### src/logic/rtc_defines.svh
// Purpose: Register offsets, field positions and reset values of the calendar clock.
// Assumes: Included by its bare name from the core, the checker and the bench.
// Notes: Definitions only.
`ifndef RTC_DEFINES_SVH
`define RTC_DEFINES_SVH

// Register offsets on the 5-bit register port.
`define RTC_OFS_SEC 5'h00
`define RTC_OFS_MIN 5'h01
`define RTC_OFS_HOUR 5'h02
`define RTC_OFS_WDAY 5'h03
`define RTC_OFS_DATE 5'h04
`define RTC_OFS_MONTH 5'h05
`define RTC_OFS_YEAR 5'h06
`define RTC_OFS_CTRL 5'h07
`define RTC_OFS_ALM_SEC 5'h08
`define RTC_OFS_ALM_MIN 5'h09
`define RTC_OFS_ALM_HOUR 5'h0a
`define RTC_OFS_ALM_DATE 5'h0b
`define RTC_OFS_ALM_MONTH 5'h0c
`define RTC_OFS_ALM_MASK 5'h0d
`define RTC_OFS_WUT_LO 5'h0e
`define RTC_OFS_WUT_HI 5'h0f
`define RTC_OFS_STATUS 5'h10
`define RTC_OFS_IRQ_MASK 5'h11
`define RTC_OFS_PRE_LO 5'h12
`define RTC_OFS_PRE_HI 5'h13

// Control register fields.
`define RTC_CTRL_FMT12 0
`define RTC_CTRL_SRC_LO 1
`define RTC_CTRL_SRC_HI 2
`define RTC_CTRL_WSEL_LO 3
`define RTC_CTRL_WSEL_HI 5
`define RTC_CTRL_WUT_EN 6
`define RTC_CTRL_ALM_EN 7

// Hour field: bit 6 marks afternoon in twelve-hour format.
`define RTC_HOUR_PM 6

// Status and interrupt mask bits.
`define RTC_ST_ALARM 0
`define RTC_ST_WAKE 1

// Reset values.
`define RTC_RST_PRE 16'h7fff
`define RTC_RST_WUT 16'hffff
`define RTC_RST_TIME 8'h00
`define RTC_RST_DAY 8'h01
`define RTC_RST_CTRL 8'h00

`endif

### src/logic/rtc_pkg.sv
// Purpose: Types shared by the calendar clock modules.
// Assumes: The 5-bit address matches the offsets in rtc_defines.svh.
// Notes: Time fields are BCD bytes.
`default_nettype none

package rtc_pkg;

    // Current time and date, one BCD byte per field.
    typedef struct packed {
        logic [7:0] year;
        logic [7:0] month;
        logic [7:0] date;
        logic [7:0] wday;
        logic [7:0] hour;
        logic [7:0] minute;
        logic [7:0] sec;
    } rtc_time_t;

    // One register port request.
    typedef struct packed {
        logic [4:0] addr;
        logic [7:0] wdata;
        logic wr;
        logic rd;
    } rtc_bus_req_t;

    // Wakeup tick resolution.
    typedef enum logic [2:0] {
        RTC_WU_DIV16,
        RTC_WU_DIV8,
        RTC_WU_DIV4,
        RTC_WU_DIV2,
        RTC_WU_SEC,
        RTC_WU_SEC_EXT
    } rtc_wu_sel_t;

endpackage

`default_nettype wire

### src/logic/rtc_sync_edge.sv
// Purpose: Brings one oscillator pin into ref_clk and marks its rising edges.
// Assumes: The pin toggles slower than half the ref_clk rate.
// Notes: The first stage feeds only the second.
`default_nettype none

module rtc_sync_edge (
    // Clock and reset.
    input wire logic ref_clk,
    input wire logic srst,
    // Asynchronous pin.
    input wire logic pin,
    // One-cycle pulse per rising edge.
    output logic rise
);
    logic s1_reg;
    logic s2_reg;
    logic s3_reg;

    // Two-stage synchroniser, then one more stage for the edge.
    always_ff @(posedge ref_clk) begin
        if (srst) begin
            s1_reg <= 1'b0;
            s2_reg <= 1'b0;
            s3_reg <= 1'b0;
            rise <= 1'b0;
        end else begin
            s1_reg <= pin;
            s2_reg <= s1_reg;
            s3_reg <= s2_reg;
            rise <= s2_reg & ~s3_reg;
        end
    end
endmodule // rtc_sync_edge

`default_nettype wire

### src/logic/rtc_wakeup.sv
// Purpose: Periodic wakeup down-counter.
// Assumes: tick is a one-cycle pulse at the chosen resolution.
// Notes: Expiry after reload plus one ticks.
`default_nettype none

module rtc_wakeup #(
    parameter int CW = 16
) (
    // Clock and reset.
    input wire logic ref_clk,
    input wire logic srst,
    // Control.
    input wire logic en,
    input wire logic ext,
    input wire logic [CW-1:0] reload,
    input wire logic tick,
    // Expiry pulse.
    output logic expire
);
    logic [CW:0] cnt_reg;
    logic [CW:0] load;

    if (CW < 2) begin : g_chk
        $error("rtc_wakeup: CW too small");
    end

    // The extension bit doubles the reach at the one-second resolution.
    assign load = {ext, reload};

    // Disabled counter holds its reload value so an enable starts a full period.
    always_ff @(posedge ref_clk) begin
        if (srst) begin
            cnt_reg <= '0;
            expire <= 1'b0;
        end else begin
            expire <= 1'b0;
            if (!en) begin
                cnt_reg <= load;
            end else if (tick) begin
                if (cnt_reg == '0) begin
                    expire <= 1'b1;
                    cnt_reg <= load;
                end else begin
                    cnt_reg <= cnt_reg - 1'b1;
                end
            end
        end
    end
endmodule // rtc_wakeup

`default_nettype wire

### src/logic/rtc_core.sv
// Purpose: BCD calendar clock with alarm, periodic wakeup and interrupt.
// Assumes: Oscillator pins are asynchronous to ref_clk (100 MHz) and slower than 50 MHz.
// Notes: Register port is 8 bits wide; read data stands one cycle after the strobe.
`default_nettype none
`include "rtc_defines.svh"

// Behaviour
// - Time and date are kept as BCD bytes for second, minute, hour, weekday, date, month, year.
// - Hours count in twelve- or twenty-four-hour format as software selects.
// - The date rolls at month end using 28, 29 in leap years, 30 or 31 days.
// - A programmable alarm and a periodic wakeup both raise interrupts that end sleep.
// - At the finest resolution of 61 us the wakeup interval spans 61 us to about 4 s.
// - A coarser one-second resolution stretches the wakeup interval up to 36 hours.
// - Alarms match calendar fields, repeating from every second to once a year.
// - Any of four oscillator sources may clock the calendar, independent of the system clock.
// - Counting never depends on CPU activity and the interrupt can end the sleep state.
module rtc_core #(
    parameter int PRE_W = 16,
    parameter int WUT_W = 16
) (
    // Clock and reset.
    input wire logic ref_clk,
    input wire logic srst,
    // Register port.
    input wire rtc_pkg::rtc_bus_req_t bus_req,
    output logic [7:0] rd_data,
    // Oscillator pins.
    input wire logic [3:0] src_pin,
    // Calendar view and interrupt.
    output rtc_pkg::rtc_time_t time_now,
    output logic irq
);
    import rtc_pkg::*;

    if (PRE_W != 16 || WUT_W != 16) begin : g_chk
        $error("rtc_core: register map serves 16-bit prescaler and reload only");
    end

    rtc_time_t time_reg;
    rtc_time_t time_next;
    logic [7:0] ctrl_reg;
    logic [7:0] alm_sec_reg;
    logic [7:0] alm_min_reg;
    logic [7:0] alm_hour_reg;
    logic [7:0] alm_date_reg;
    logic [7:0] alm_month_reg;
    logic [7:0] alm_mask_reg;
    logic [WUT_W-1:0] wut_reg;
    logic [PRE_W-1:0] pre_reg;
    logic [PRE_W-1:0] pre_cnt_reg;
    logic [3:0] div_cnt_reg;
    logic [1:0] status_reg;
    logic [1:0] irq_mask_reg;
    logic sec_tick_reg;
    logic sec_tick_d_reg;
    logic [3:0] src_rise;
    logic src_tick;
    logic wu_tick;
    logic wu_expire;
    logic alarm_hit;
    logic day_carry;
    logic leap;
    logic [7:0] month_len;
    logic [7:0] hr12;
    logic wr_hit;
    logic [4:0] addr;

    assign addr = bus_req.addr;
    assign wr_hit = bus_req.wr;

    // BCD increment of one byte; callers handle the wrap of each field.
    function automatic logic [7:0] bcd_inc(input logic [7:0] v);
        logic [7:0] r;
        r = 8'h00;
        if (v[3:0] == 4'h9) begin
            r = {v[7:4] + 4'h1, 4'h0};
        end else begin
            r = v + 8'h01;
        end
        return r;
    endfunction

    // Each oscillator pin is synchronised on its own so switching is glitch free.
    for (genvar i = 0; i < 4; i++) begin : g_src
        rtc_sync_edge u_sync (
            .ref_clk(ref_clk),
            .srst(srst),
            .pin(src_pin[i]),
            .rise(src_rise[i])
        );
    end

    // Selected source; the calendar never looks at the CPU clock tree.
    assign src_tick = src_rise[ctrl_reg[`RTC_CTRL_SRC_HI:`RTC_CTRL_SRC_LO]];

    // Prescaler to one second and the small binary divider for wakeup ticks.
    always_ff @(posedge ref_clk) begin
        if (srst) begin
            pre_cnt_reg <= '0;
            div_cnt_reg <= 4'h0;
            sec_tick_reg <= 1'b0;
            sec_tick_d_reg <= 1'b0;
        end else begin
            sec_tick_reg <= 1'b0;
            sec_tick_d_reg <= sec_tick_reg;
            if (src_tick) begin
                div_cnt_reg <= div_cnt_reg + 4'h1;
                if (pre_cnt_reg >= pre_reg) begin
                    pre_cnt_reg <= '0;
                    sec_tick_reg <= 1'b1;
                end else begin
                    pre_cnt_reg <= pre_cnt_reg + 1'b1;
                end
            end
        end
    end

    // Wakeup resolution: source divided by 16, 8, 4 or 2, or whole seconds.
    always_comb begin
        wu_tick = 1'b0;
        unique case (rtc_wu_sel_t'(ctrl_reg[`RTC_CTRL_WSEL_HI:`RTC_CTRL_WSEL_LO]))
            RTC_WU_DIV16: wu_tick = src_tick && (div_cnt_reg == 4'hf);
            RTC_WU_DIV8: wu_tick = src_tick && (div_cnt_reg[2:0] == 3'h7);
            RTC_WU_DIV4: wu_tick = src_tick && (div_cnt_reg[1:0] == 2'h3);
            RTC_WU_DIV2: wu_tick = src_tick && div_cnt_reg[0];
            RTC_WU_SEC: wu_tick = sec_tick_reg;
            RTC_WU_SEC_EXT: wu_tick = sec_tick_reg;
            default: wu_tick = 1'b0;
        endcase
    end

    // Extension bit adds 65536 seconds so the interval reaches 36 hours.
    rtc_wakeup #(
        .CW(WUT_W)
    ) u_wakeup (
        .ref_clk(ref_clk),
        .srst(srst),
        .en(ctrl_reg[`RTC_CTRL_WUT_EN]),
        .ext(rtc_wu_sel_t'(ctrl_reg[`RTC_CTRL_WSEL_HI:`RTC_CTRL_WSEL_LO]) == RTC_WU_SEC_EXT),
        .reload(wut_reg),
        .tick(wu_tick),
        .expire(wu_expire)
    );

    // Leap year in BCD: tens even with units 0, 4, 8, or tens odd with 2, 6.
    always_comb begin
        leap = time_reg.year[4] ? (time_reg.year[3:0] == 4'h2 || time_reg.year[3:0] == 4'h6)
                                : (time_reg.year[3:0] == 4'h0 || time_reg.year[3:0] == 4'h4 ||
                                   time_reg.year[3:0] == 4'h8);
        unique case (time_reg.month)
            8'h02: month_len = leap ? 8'h29 : 8'h28;
            8'h04, 8'h06, 8'h09, 8'h11: month_len = 8'h30;
            default: month_len = 8'h31;
        endcase
    end

    // Next calendar value for one second step.
    always_comb begin
        time_next = time_reg;
        day_carry = 1'b0;
        hr12 = {2'b00, time_reg.hour[5:0]};
        time_next.sec = bcd_inc(time_reg.sec);
        if (time_reg.sec == 8'h59) begin
            time_next.sec = 8'h00;
            time_next.minute = bcd_inc(time_reg.minute);
            if (time_reg.minute == 8'h59) begin
                time_next.minute = 8'h00;
                if (ctrl_reg[`RTC_CTRL_FMT12]) begin
                    // Twelve-hour: 11 to 12 flips the half, 12 wraps to 01.
                    if (hr12 == 8'h12) begin
                        time_next.hour = {1'b0, time_reg.hour[`RTC_HOUR_PM], 6'h01};
                    end else if (hr12 == 8'h11) begin
                        time_next.hour = {1'b0, ~time_reg.hour[`RTC_HOUR_PM], 6'h12};
                        day_carry = time_reg.hour[`RTC_HOUR_PM];
                    end else begin
                        time_next.hour = bcd_inc(time_reg.hour);
                    end
                end else if (time_reg.hour == 8'h23) begin
                    time_next.hour = 8'h00;
                    day_carry = 1'b1;
                end else begin
                    time_next.hour = bcd_inc(time_reg.hour);
                end
            end
        end
        if (day_carry) begin
            time_next.wday = (time_reg.wday == 8'h07) ? 8'h01 : bcd_inc(time_reg.wday);
            if (time_reg.date == month_len) begin
                time_next.date = 8'h01;
                if (time_reg.month == 8'h12) begin
                    time_next.month = 8'h01;
                    time_next.year = (time_reg.year == 8'h99) ? 8'h00 : bcd_inc(time_reg.year);
                end else begin
                    time_next.month = bcd_inc(time_reg.month);
                end
            end else begin
                time_next.date = bcd_inc(time_reg.date);
            end
        end
    end

    // Calendar register; a software write to a field wins over the step.
    always_ff @(posedge ref_clk) begin
        if (srst) begin
            time_reg.sec <= `RTC_RST_TIME;
            time_reg.minute <= `RTC_RST_TIME;
            time_reg.hour <= `RTC_RST_TIME;
            time_reg.wday <= `RTC_RST_DAY;
            time_reg.date <= `RTC_RST_DAY;
            time_reg.month <= `RTC_RST_DAY;
            time_reg.year <= `RTC_RST_TIME;
        end else begin
            if (sec_tick_reg) begin
                time_reg <= time_next;
            end
            if (wr_hit) begin
                unique case (addr)
                    `RTC_OFS_SEC: time_reg.sec <= bus_req.wdata;
                    `RTC_OFS_MIN: time_reg.minute <= bus_req.wdata;
                    `RTC_OFS_HOUR: time_reg.hour <= bus_req.wdata;
                    `RTC_OFS_WDAY: time_reg.wday <= bus_req.wdata;
                    `RTC_OFS_DATE: time_reg.date <= bus_req.wdata;
                    `RTC_OFS_MONTH: time_reg.month <= bus_req.wdata;
                    `RTC_OFS_YEAR: time_reg.year <= bus_req.wdata;
                    default: ;
                endcase
            end
        end
    end

    assign time_now = time_reg;

    // Configuration registers.
    always_ff @(posedge ref_clk) begin
        if (srst) begin
            ctrl_reg <= `RTC_RST_CTRL;
            alm_sec_reg <= `RTC_RST_TIME;
            alm_min_reg <= `RTC_RST_TIME;
            alm_hour_reg <= `RTC_RST_TIME;
            alm_date_reg <= `RTC_RST_DAY;
            alm_month_reg <= `RTC_RST_DAY;
            alm_mask_reg <= 8'h00;
            wut_reg <= `RTC_RST_WUT;
            pre_reg <= `RTC_RST_PRE;
            irq_mask_reg <= 2'b00;
        end else if (wr_hit) begin
            unique case (addr)
                `RTC_OFS_CTRL: ctrl_reg <= bus_req.wdata;
                `RTC_OFS_ALM_SEC: alm_sec_reg <= bus_req.wdata;
                `RTC_OFS_ALM_MIN: alm_min_reg <= bus_req.wdata;
                `RTC_OFS_ALM_HOUR: alm_hour_reg <= bus_req.wdata;
                `RTC_OFS_ALM_DATE: alm_date_reg <= bus_req.wdata;
                `RTC_OFS_ALM_MONTH: alm_month_reg <= bus_req.wdata;
                `RTC_OFS_ALM_MASK: alm_mask_reg <= bus_req.wdata;
                `RTC_OFS_WUT_LO: wut_reg[7:0] <= bus_req.wdata;
                `RTC_OFS_WUT_HI: wut_reg[15:8] <= bus_req.wdata;
                `RTC_OFS_PRE_LO: pre_reg[7:0] <= bus_req.wdata;
                `RTC_OFS_PRE_HI: pre_reg[15:8] <= bus_req.wdata;
                `RTC_OFS_IRQ_MASK: irq_mask_reg <= bus_req.wdata[1:0];
                default: ;
            endcase
        end
    end

    // Alarm compares one cycle after the step so the new time is seen.
    // A set mask bit ignores that field: all five masked fires every second,
    // none masked fires once a year.
    assign alarm_hit = ctrl_reg[`RTC_CTRL_ALM_EN] && sec_tick_d_reg &&
                       (alm_mask_reg[0] || time_reg.sec == alm_sec_reg) &&
                       (alm_mask_reg[1] || time_reg.minute == alm_min_reg) &&
                       (alm_mask_reg[2] || time_reg.hour == alm_hour_reg) &&
                       (alm_mask_reg[3] || time_reg.date == alm_date_reg) &&
                       (alm_mask_reg[4] || time_reg.month == alm_month_reg);

    // Sticky status; an event in the clearing read's cycle is kept.
    always_ff @(posedge ref_clk) begin
        if (srst) begin
            status_reg <= 2'b00;
        end else begin
            status_reg <= ((bus_req.rd && addr == `RTC_OFS_STATUS) ? 2'b00 : status_reg) |
                          {wu_expire, alarm_hit};
        end
    end

    // Level interrupt; it runs without any CPU clock so it can end sleep.
    assign irq = |(status_reg & irq_mask_reg);

    // Read data stands only in the cycle after the strobe.
    always_ff @(posedge ref_clk) begin
        if (srst) begin
            rd_data <= 8'h00;
        end else if (bus_req.rd) begin
            unique case (addr)
                `RTC_OFS_SEC: rd_data <= time_reg.sec;
                `RTC_OFS_MIN: rd_data <= time_reg.minute;
                `RTC_OFS_HOUR: rd_data <= time_reg.hour;
                `RTC_OFS_WDAY: rd_data <= time_reg.wday;
                `RTC_OFS_DATE: rd_data <= time_reg.date;
                `RTC_OFS_MONTH: rd_data <= time_reg.month;
                `RTC_OFS_YEAR: rd_data <= time_reg.year;
                `RTC_OFS_CTRL: rd_data <= ctrl_reg;
                `RTC_OFS_ALM_SEC: rd_data <= alm_sec_reg;
                `RTC_OFS_ALM_MIN: rd_data <= alm_min_reg;
                `RTC_OFS_ALM_HOUR: rd_data <= alm_hour_reg;
                `RTC_OFS_ALM_DATE: rd_data <= alm_date_reg;
                `RTC_OFS_ALM_MONTH: rd_data <= alm_month_reg;
                `RTC_OFS_ALM_MASK: rd_data <= alm_mask_reg;
                `RTC_OFS_WUT_LO: rd_data <= wut_reg[7:0];
                `RTC_OFS_WUT_HI: rd_data <= wut_reg[15:8];
                `RTC_OFS_STATUS: rd_data <= {6'h00, status_reg};
                `RTC_OFS_IRQ_MASK: rd_data <= {6'h00, irq_mask_reg};
                `RTC_OFS_PRE_LO: rd_data <= pre_reg[7:0];
                `RTC_OFS_PRE_HI: rd_data <= pre_reg[15:8];
                default: rd_data <= 8'h00;
            endcase
        end else begin
            rd_data <= 8'h00;
        end
    end
endmodule // rtc_core

`default_nettype wire

### config.mk
export PLATFORM = sky130hd
export DESIGN_NAME = rtc_core
export DESIGN_NICKNAME = d
export VERILOG_FILES = /design/src/logic/rtc_pkg.sv /design/src/logic/rtc_sync_edge.sv /design/src/logic/rtc_wakeup.sv /design/src/logic/rtc_core.sv
export VERILOG_INCLUDE_DIRS = /design/src /design/src/logic
export SDC_FILE = /design/constraint.sdc
export NUM_CORES = 1
export LEC_CHECK = 0
export ABC_AREA = 1
export BUFFER_PORTS_ARGS = -buffer_cell sky130_fd_sc_hd__buf_2
export CAP_MARGIN = 10
export CORE_ASPECT_RATIO = 0.7
export CORE_MARGIN = 2
export CORE_UTILIZATION = 35
export DETAILED_ROUTE_END_ITERATION = 10
export SLEW_MARGIN = 10
export SYNTH_ARGS = -nofsm -noshare
export SYNTH_HDL_FRONTEND = slang
export SYNTH_HIERARCHICAL = 1
export SYNTH_SLANG_ARGS = --single-unit
### constraint.sdc
create_clock -name ref_clk -period 5.4 [get_ports ref_clk]
set_clock_uncertainty 0.1 [all_clocks]
set_input_delay 0.27 -clock ref_clk [delete_from_list [all_inputs] [get_ports ref_clk]]
set_output_delay 0.27 -clock ref_clk [all_outputs]
set_load 0.005 [all_outputs]
### Word level (Yosys, flattened, before mapping)

Cells that the tools add are included.

| word-level totals | value |
|---|---|
| register bits | 212 |
| output and inout port bits | 65 |
| word-level logic and storage cells | 225 |

| operators by class | value |
|---|---|
| $add $sub $neg | 17 |
| order comparisons | 2 |
| equal/unequal tests | 58 |
| mux-type cells | 49 |
| bitwise gates (word level) | 15 |
| reductions and logical operators | 41 |

Operators by type and width:

| cell | count |
|---|---|
| $mux W8 | 23 |
| $pmux W8 S20 | 1 |
| $mux W56 | 2 |
| $add A8 B1 Y8 const B | 7 |
| $mux W17 | 3 |
| $eq A8 B8 Y1 | 6 |
| $mux W16 | 3 |
| $eq A5 B4 Y1 const B | 8 |
| $eq A4 B4 Y1 const B | 9 |
| $add A4 B1 Y4 const B | 8 |
| $mux W32 | 1 |
| $eq A8 B3 Y1 const B | 3 |
| $mux W24 | 1 |
| $reduce_and A2 Y1 | 12 |
| $eq A5 B3 Y1 const B | 4 |
| $eq A5 B5 Y1 const B | 4 |
| $logic_not A17 Y1 | 1 |
| $sub A17 B1 Y17 const B | 1 |
| $add A16 B1 Y16 const B | 1 |
| $eq A8 B5 Y1 const B | 2 |
| $eq A8 B7 Y1 const B | 2 |
| $ge A16 B16 Y1 | 1 |
| $eq A6 B5 Y1 const B | 2 |
| $logic_and A1 B1 Y1 | 11 |
| other kinds (30) | 66 |

### Depth between registers and ports, before layout

Gate-level depths: netlist of the first run.

| logic depth | value |
|---|---|
| depth after elaboration | 12 |
| gate-level depth with buffers | 16 |
| gate-level depth less buffers | 15 |

### Modules after synthesis

The synthesis of the first run kept the hierarchy.

By module, submodules not included:

| module | times used | cells each | area each (um^2) | sequential area each (um^2) |
|---|---|---|---|---|
| rtc_core | 1 | 1581 | 10612.7 | 3563.4 |
| rtc_wakeup | 1 | 205 | 1316.3 | 360.3 |
| rtc_sync_edge | 4 | 12 | 115.1 | 80.1 |

### Worst setup path after synthesis of the first run

No wires, ideal clock.

| timing | value |
|---|---|
| path kind | reg-to-reg |
| start | reg time_reg, in the netlist time_now[0] |
| end | reg time_reg, in the netlist time_now[48] |
| library setup time | 117 ps |
| arrival | 1917 ps |
| data required time | 5183 ps |
| setup slack | 3266 ps |
| cell stages (with the launch flop) | 15 |
| buffers on the path | 0 |
| path through | dfxtp_1 ha_1 nand2_1 nor2_4 nand2_2 nor2_4 nand3_4 nor2_8 inv_6 nor2_8 nand2_4 nand2_1 nand2_1 nor2_1 nor2_1 |

| on the way | value |
|---|---|
| cells in the longest elaborated chain, start to end | 6 |

RTL lines:

| item | RTL line | text |
|---|---|---|
| start: declaration | rtc_core.sv:39 | `rtc_time_t time_reg;` |
| start signal: assignment | rtc_core.sv:214 | `time_reg <= time_next;` |
| $eq A8 B7 Y1 (*) | rtc_core.sv:163 | `if (time_reg.sec == 8'h59) begin` |
| $mux W1 (*) | rtc_core.sv:163 |  |
| $mux W32 (*) | rtc_core.sv:186 | `if (day_carry) begin` |
| $mux W56 (*) | rtc_core.sv:213 | `if (sec_tick_reg) begin` |
| $mux W8 | rtc_core.sv:217 | `unique case (addr)` |
| $mux W56 (*) | rtc_core.sv:216 | `if (wr_hit) begin` |

Mark *: on every way between the ends. The rest lies on a longest branch, timed or not.
A chain may end at the register's enable or synchronous reset.

### Worst setup path in the final report of the first run

| timing | value |
|---|---|
| start | reg sec_tick_reg |
| end | reg u_wakeup.cnt_reg[9] |

| on the way | value |
|---|---|
| cells in the longest elaborated chain, start to end | 2 |

RTL lines:

| item | RTL line | text |
|---|---|---|
| start: declaration | rtc_core.sv:54 | `logic sec_tick_reg;` |
| start signal: assignment | rtc_core.sv:101 | `sec_tick_reg <= 1'b0;` |
| start signal: assignment | rtc_core.sv:104 | `sec_tick_reg <= 1'b0;` |
| start signal: assignment | rtc_core.sv:110 | `sec_tick_reg <= 1'b1;` |
| $pmux W1 S5 | rtc_core.sv:121 | `` unique case (rtc_wu_sel_t'(ctrl_reg[`RTC_CTRL_WSEL_HI:`RTC_CTRL_WSEL_LO])) `` |
| named net wu_tick | rtc_core.sv:58 | `logic wu_tick;` |
| $ne A2 B1 Y1 (no source line) | - |  |
| end signal: assignment | rtc_wakeup.sv:38 | `cnt_reg <= load;` |
| end signal: assignment | rtc_wakeup.sv:42 | `cnt_reg <= load;` |
| end signal: assignment | rtc_wakeup.sv:44 | `cnt_reg <= cnt_reg - 1'b1;` |
| end: declaration | rtc_wakeup.sv:20 | `logic [CW:0] cnt_reg;` |

The timed path passes the listed nets, and every way through them passes these cells.

==> results of run 1 <==
==> path summary, 6_finish.rpt <==
path                                to  cells past startpoint  slack, ns                   start
setup / recovery   u_wakeup/cnt_reg[9]                     10       2.73            sec_tick_reg
hold / removal         alm_hour_reg[7]                      3       0.15              bus_req[1]
setup reg to reg   u_wakeup/cnt_reg[9]                     10       2.73            sec_tick_reg
hold reg to reg   g_src[0].u_sync/rise                      1       0.30  g_src[0].u_sync/s3_reg
==> through the flow <==
step	worst slack (ns)	total power, µW	cells	cell area, µm²	hold WS (ns)
finish	2.73	3570	2385	14000	0.152
global placement	2.82	1890	2334	13200	0.286
CTS	2.76	3580	2383	14000	0.109
detailed placement	2.76	1900	2334	13200	0.288
global route	2.55	3680	2385	14000	0.140
floorplan	3.27	1800	1834	12400	0.239
==> logic make-up (layout without fill, tap and decap cells) <==
logic type,count (synthesis),in the layout,synth area share [%]
adders and majority gates,44,44,4.44
buffers and inverters,320,397,9.99
and+or+nand+nor,737,737,26.9
xor gates and xnor gates,54,54,3.82
other,0,2,0
DFF,212,212,34.3
AOI/OAI and AO/OA,467,467,20.6
==> Yosys cell counts (12+ instances only) <==
master      n
nand3_1    82
nand2_2    15
o21ai_0   183
clkbuf_1   44
o211ai_1   17
a21oi_1   179
nor3_1     45
nor2_1    164
inv_1     241
nand4_1    36
nand2_1   344
ha_1       44
xor2_1     43
o22ai_1    35
nor2_4     12
dfxtp_1   212
a31oi_1    13
==> area by class of cell <==
type / instances / area [µm²] / area share (%)
sequential: 212 / 4240 / 30.2
clock inverter: 6 / 82.6 / 0.588
timing repair buffer: 94 / 505 / 3.60
inverter: 259 / 978 / 6.97
multi-input combinational: 1302 / 6910 / 49.2
antenna: 2 / 5.00 / 0.0357
tap: 472 / 591 / 4.21
clock buffer: 38 / 724 / 5.16
==> routing by layer <==
metal / routed length (µm) / vias to the layer above
met3: 5060 / 57
met1: 20900 / 6153
li1: - / 6227
met4: 720 / 0
met2: 17300 / 696
met5: 0 / -
==> power by group <==
part | switching (µW) | internal (µW) | leakage (µW) | total [µW]
sequential | 32.9 | 1590 | 0.00172 | 1630
combinational | 178 | 69.9 | 0.00408 | 248
clock | 683 | 1010 | 0.000394 | 1700
==> worst register-to-register path, stage by stage (launching register included) <==
cell      delay, ns
dfxtp_1        0.31
buf_4          0.26
clkinv_1       0.37
buf_4          0.32
o21ai_0        0.43
nor2_4         0.15
inv_2          0.34
nand2_1        0.11
nor2_1         0.09
nor2_1         0.04
nor2_1         0.08
==> cell usage in the layout (no fill, tap or decap), types with 9 or more instances in the layout <==
master       n
nand2_1    344
inv_1      240
dfxtp_1    212
o21ai_0    183
a21oi_1    179
nor2_1     164
buf_2       85
nand3_1     82
nor3_1      45
ha_1        44
xor2_1      43
nand4_1     36
o22ai_1     35
clkbuf_16   25
o211ai_1    17
nand2_2     15
a31oi_1     13
inv_2       12
nor2_4      12
xnor2_1     11
nor2_2      11
o2111ai_1    9
==> timing repair <==
action,in CTS,in global routing
hold buffers,5,0
hold endpoints to repair,5,0
buffers inserted,0,0
==> flow_summary.yaml, run 1 <==
cts:
  clk_pin_slew_ns: 0.07
  cts_resized: 0
  clock_insertion_delay_worst_skew_ns: 0.55
  cts_sinks: 212
  htree_levels: 1
  cts_tree: "built"
  cts_buffer_depth: 3
  clockRootBuffer: "clkbuf_16"
  cts_buffers: 24
placed_design:
  dp.final_hpwl_um: 32300
  io_buffers: 85
  gp_congestion: 0.975
grt:
  grt.met2_usage_pct: 31.9
  overflow: 0
  antenna_found_initial: 5
  busiest_layer: "met1"
  met1_usage_pct: 35.5
  grt_max_degree: 69
  met3_usage_pct: 5.53
  grt.total_usage_pct: 23.1
  grt_first_pass_wirelength_um: 67200
  grt_pass1_vias: 11406
critical_path:
  worst_ep_required_time_ns: 5.77
  arrival_ns: 3.03
  cp-end-kind: "register"
  critPathBufInv: 4
  critPathLaunchType: "register"
  slowest_delay_ns: 0.43
  crit_family: "buffers and inverters"
  crit_fanout: 25
  worstSetupPathType: "reg -> reg"
  cp_slowest_cell: "o21ai_0"
  crit_chain: "buf_4, clkinv_1, buf_4, o21ai_0, nor2_4, inv_2, nand2_1, nor2_1, nor2_1, nor2_1"
  cp_common_cell: "nor2_1"
final_layout:
  areaGrowthSynthToFinish_pct: 13.3
  finish.utilization_pct: 40.3
  largest_reg_flops: 56
  drive_gt1_share_pct: 9.94
  final_nets: 1958
  nFillCells: 3716
logic_synthesis:
  yosys-top-cells-area: "dfxtp_1 34%, nand2_1 10%, o21ai_0 7.4%, inv_1 7.3%, a21oi_1 7.2%"
  syn_nets: 1899
  ys_async_sr_fraction_pct: 0
  ys_warn_count: 6
  synth.yosys.seq_area_share_pct: 34.3
  netlist-cell-type-count: 49
  synthCells: 1834
  netlist.area_leader.share_pct: 34.3
  synthFlopType: "dfxtp_1"
  synth-edff-count: 0
  syn_area_per_cell_um2: 6.76
  synth_seq_cells: 212
  syn_area_mm2: 0.0124
  yosys.area.top_type: "dfxtp_1"
run:
  cap_violations: 0
sta:
  worst_slew_pin_slew_ns: 0.978
  tns_ns: 0
  relSlewSlack_pct: 34.8
  period_needed_ns: 2.67
  rsz0062_at_grt: "false"
  fmax_ghz: 0.375
  finalMaxSlewViolations: 0
  setup_viol: 0
  final_hold_viol_count: 0
  fin_crit_sh_pct: 49.4
die:
  dieHeight_um: 161
  io_pins: 86
  core_mm2: 0.0348
  std_cell_rows: 57
  die_w_um: 229
  initial_utilization_pct: 35.6
  dieArea_mm2: 0.0369
power:
  leakage_uw: 0.00619
  power_density_mw_per_mm2: 254
  irDropWorstVdd_v: 0.000191
route:
  dr_total_vias: 13133
  drtAntennaViolNets: 0
  drt_first_pass_iters: 5
  wl_per_cell_um: 18.4
  wl_um: 44000
  drc: 0
  drtIter0Drc: 1784
  viasPerCell: 5.51
min_path:
  hold_path.class: "in -> reg"
run_status:
  outcome: "complete, no violations"
Power figures use the tool's default switching activity.
==> inputs of run 2 (changes only) <==
Clock period 5.4 ns to 2.3 ns, I/O delays scaled along.
==> flow_summary.yaml, run 2 (same netlist as run 1, synthesis figures left out) <==
run_status:
  outcome: "complete, no violations"
die:
  std_cell_rows: 57
  die_w_um: 229
  initial_utilization_pct: 35.6
  io_pins: 86
  core_mm2: 0.0348
  dieArea_mm2: 0.0369
  dieHeight_um: 161
sta:
  rsz0062_at_grt: "true"
  final_hold_viol_count: 0
  finalMaxSlewViolations: 0
  fmax_ghz: 0.448
  period_needed_ns: 2.23
  worst_slew_pin_slew_ns: 0.747
  relSlewSlack_pct: 50.2
  timing.hold.ws_ns: 0.0298
  fin_crit_sh_pct: 97.1
  setup_viol: 0
critical_path:
  slowest_delay_ns: 0.32
  crit_family: "simple AND/OR/NAND/NOR gates"
  worst_ep_required_time_ns: 2.63
  crit_fanout: 8
  critPathBufInv: 3
  crit_chain: "inv_2, ha_4, nand2_2, nor2_4, nand3_4, nor2_4, nand3_4, nor2_8, inv_6, nor2_8, nand2_4, buf_4, nand3_1, a21oi_1"
  critPathLaunchType: "register"
  cp_slowest_cell: "dfxtp_2"
  arrival_ns: 2.56
  worstSetupPathType: "reg -> reg"
  cp-end-kind: "register"
final_layout:
  mostFrequentLayoutCell: "nand2_1"
  largest_reg_flops: 56
  drive_gt1_share_pct: 15.4
  areaGrowthSynthToFinish_pct: 19.8
  final_nets: 2053
  instances_no_fill: 2477
  most-common-layout-cells: "342 x nand2_1, 234 x inv_1, 203 x dfxtp_1, 183 x o21ai_0, 179 x a21oi_1"
route:
  dr_total_vias: 13230
  drt_first_pass_iters: 6
  drtAntennaViolNets: 0
  wl_um: 45200
  viasPerCell: 5.34
  wl_per_cell_um: 18.2
  drtIter0Drc: 1608
  drc: 0
power:
  swShare_pct: 26.0
  seq_power_share_pct: 45.5
  combPwrFrac_pct: 7.7
  power.switching_uw: 2170
  power_density_mw_per_mm2: 563
  p_int_uw: 6180
  leakage_uw: 0.00666
  power.share.clock_pct: 46.8
  irDropWorstVdd_v: 0.000547
min_path:
  hold_path.class: "in -> reg"
cts:
  clock_insertion_delay_worst_skew_ns: 0.55
  clockRootBuffer: "clkbuf_16"
  cts_buffers: 24
  cts_buffer_depth: 3
  htree_levels: 1
  cts_sinks: 212
  cts_tree: "built"
  clk_pin_slew_ns: 0.06
grt:
  antenna_found_initial: 3
  grt.total_usage_pct: 23.9
  grt_max_degree: 64
  overflow: 0
  grt_first_pass_wirelength_um: 69700
  grt_pass1_vias: 11977
run:
  cap_violations: 0
placed_design:
  dpl.cell_count: 2412
  io_buffers: 85
  gp_congestion: 0.967
  dp.final_hpwl_um: 33300
-- run 2: cell type report --
type | count | area (µm²)
Fill cell | 3681 | 20000
Multi-Input combinational cell | 1302 | 6990
Sequential cell | 212 | 4260
Timing Repair Buffer | 189 | 1250
Inverter | 259 | 982
Clock buffer | 34 | 668
Tap cell | 472 | 591
Clock inverter | 8 | 106
Antenna cell | 1 | 2.50
-- run 2: power by group through the flow --
stage,sequential [µW],combinational [µW],clock [µW]
after global routing,3810,703,4130
after CTS,3800,622,3950
after global placement,3880,604,0
after detailed placement,3880,606,0
final,3800,642,3910
after floorplan,3870,363,0
-- run 2: per-stage QoR --
step / TNS [ns] / util [%] / power [µW] / area, µm² / setup WS [ns]
5_1_grt: -0.388 / 42.7 / 8640 / 14800 / -0.0712
6_report: 0 / 42.7 / 8360 / 14800 / 0.0668
3_5_place_dp: 0 / 39.6 / 4490 / 13800 / 0.00708
3_3_place_gp: 0 / 39.6 / 4490 / 13800 / 0.00791
2_1_floorplan: 0 / - / 4230 / 12400 / 0.166
4_1_cts: 0 / 42.1 / 8370 / 14700 / 0.0689
-- run 2: worst paths after layout --
path,startpoint,end,slack (ns),depth (start not counted)
max,time_now[9],time_now[44],0.07,14
min,bus_req[14],irq_mask_reg[1],0.03,5
max reg2reg,time_now[9],time_now[44],0.07,14
min reg2reg,g_src[0].u_sync/s3_reg,g_src[0].u_sync/rise,0.29,1
-- run 2: timing repair --
item / CTS / global route
setup endpoints to repair: 2 / 38
gates resized for setup: 1 / 37
buffers inserted: 0 / 12
pin swaps: 0 / 10
hold buffers: 10 / 0
endpoints found under the hold margin: 10 / 0
-- run 2: worst min-delay path: cells and delay by family --
kind / cells / cell delay [ns]
and+or+nand+nor: 2 / 0.23
buffers and inverters: 2 / 0.21
AOI/OAI and AO/OA: 1 / 0.08
-- run 2: per-layer routing --
layer	track usage, %	up-vias	wire (µm)
met2	33.6	629	18000
met3	5.19	63	4910
met1	36.4	6135	21300
met4	5.90	0	954
li1	-	6403	-
met5	0	-	0
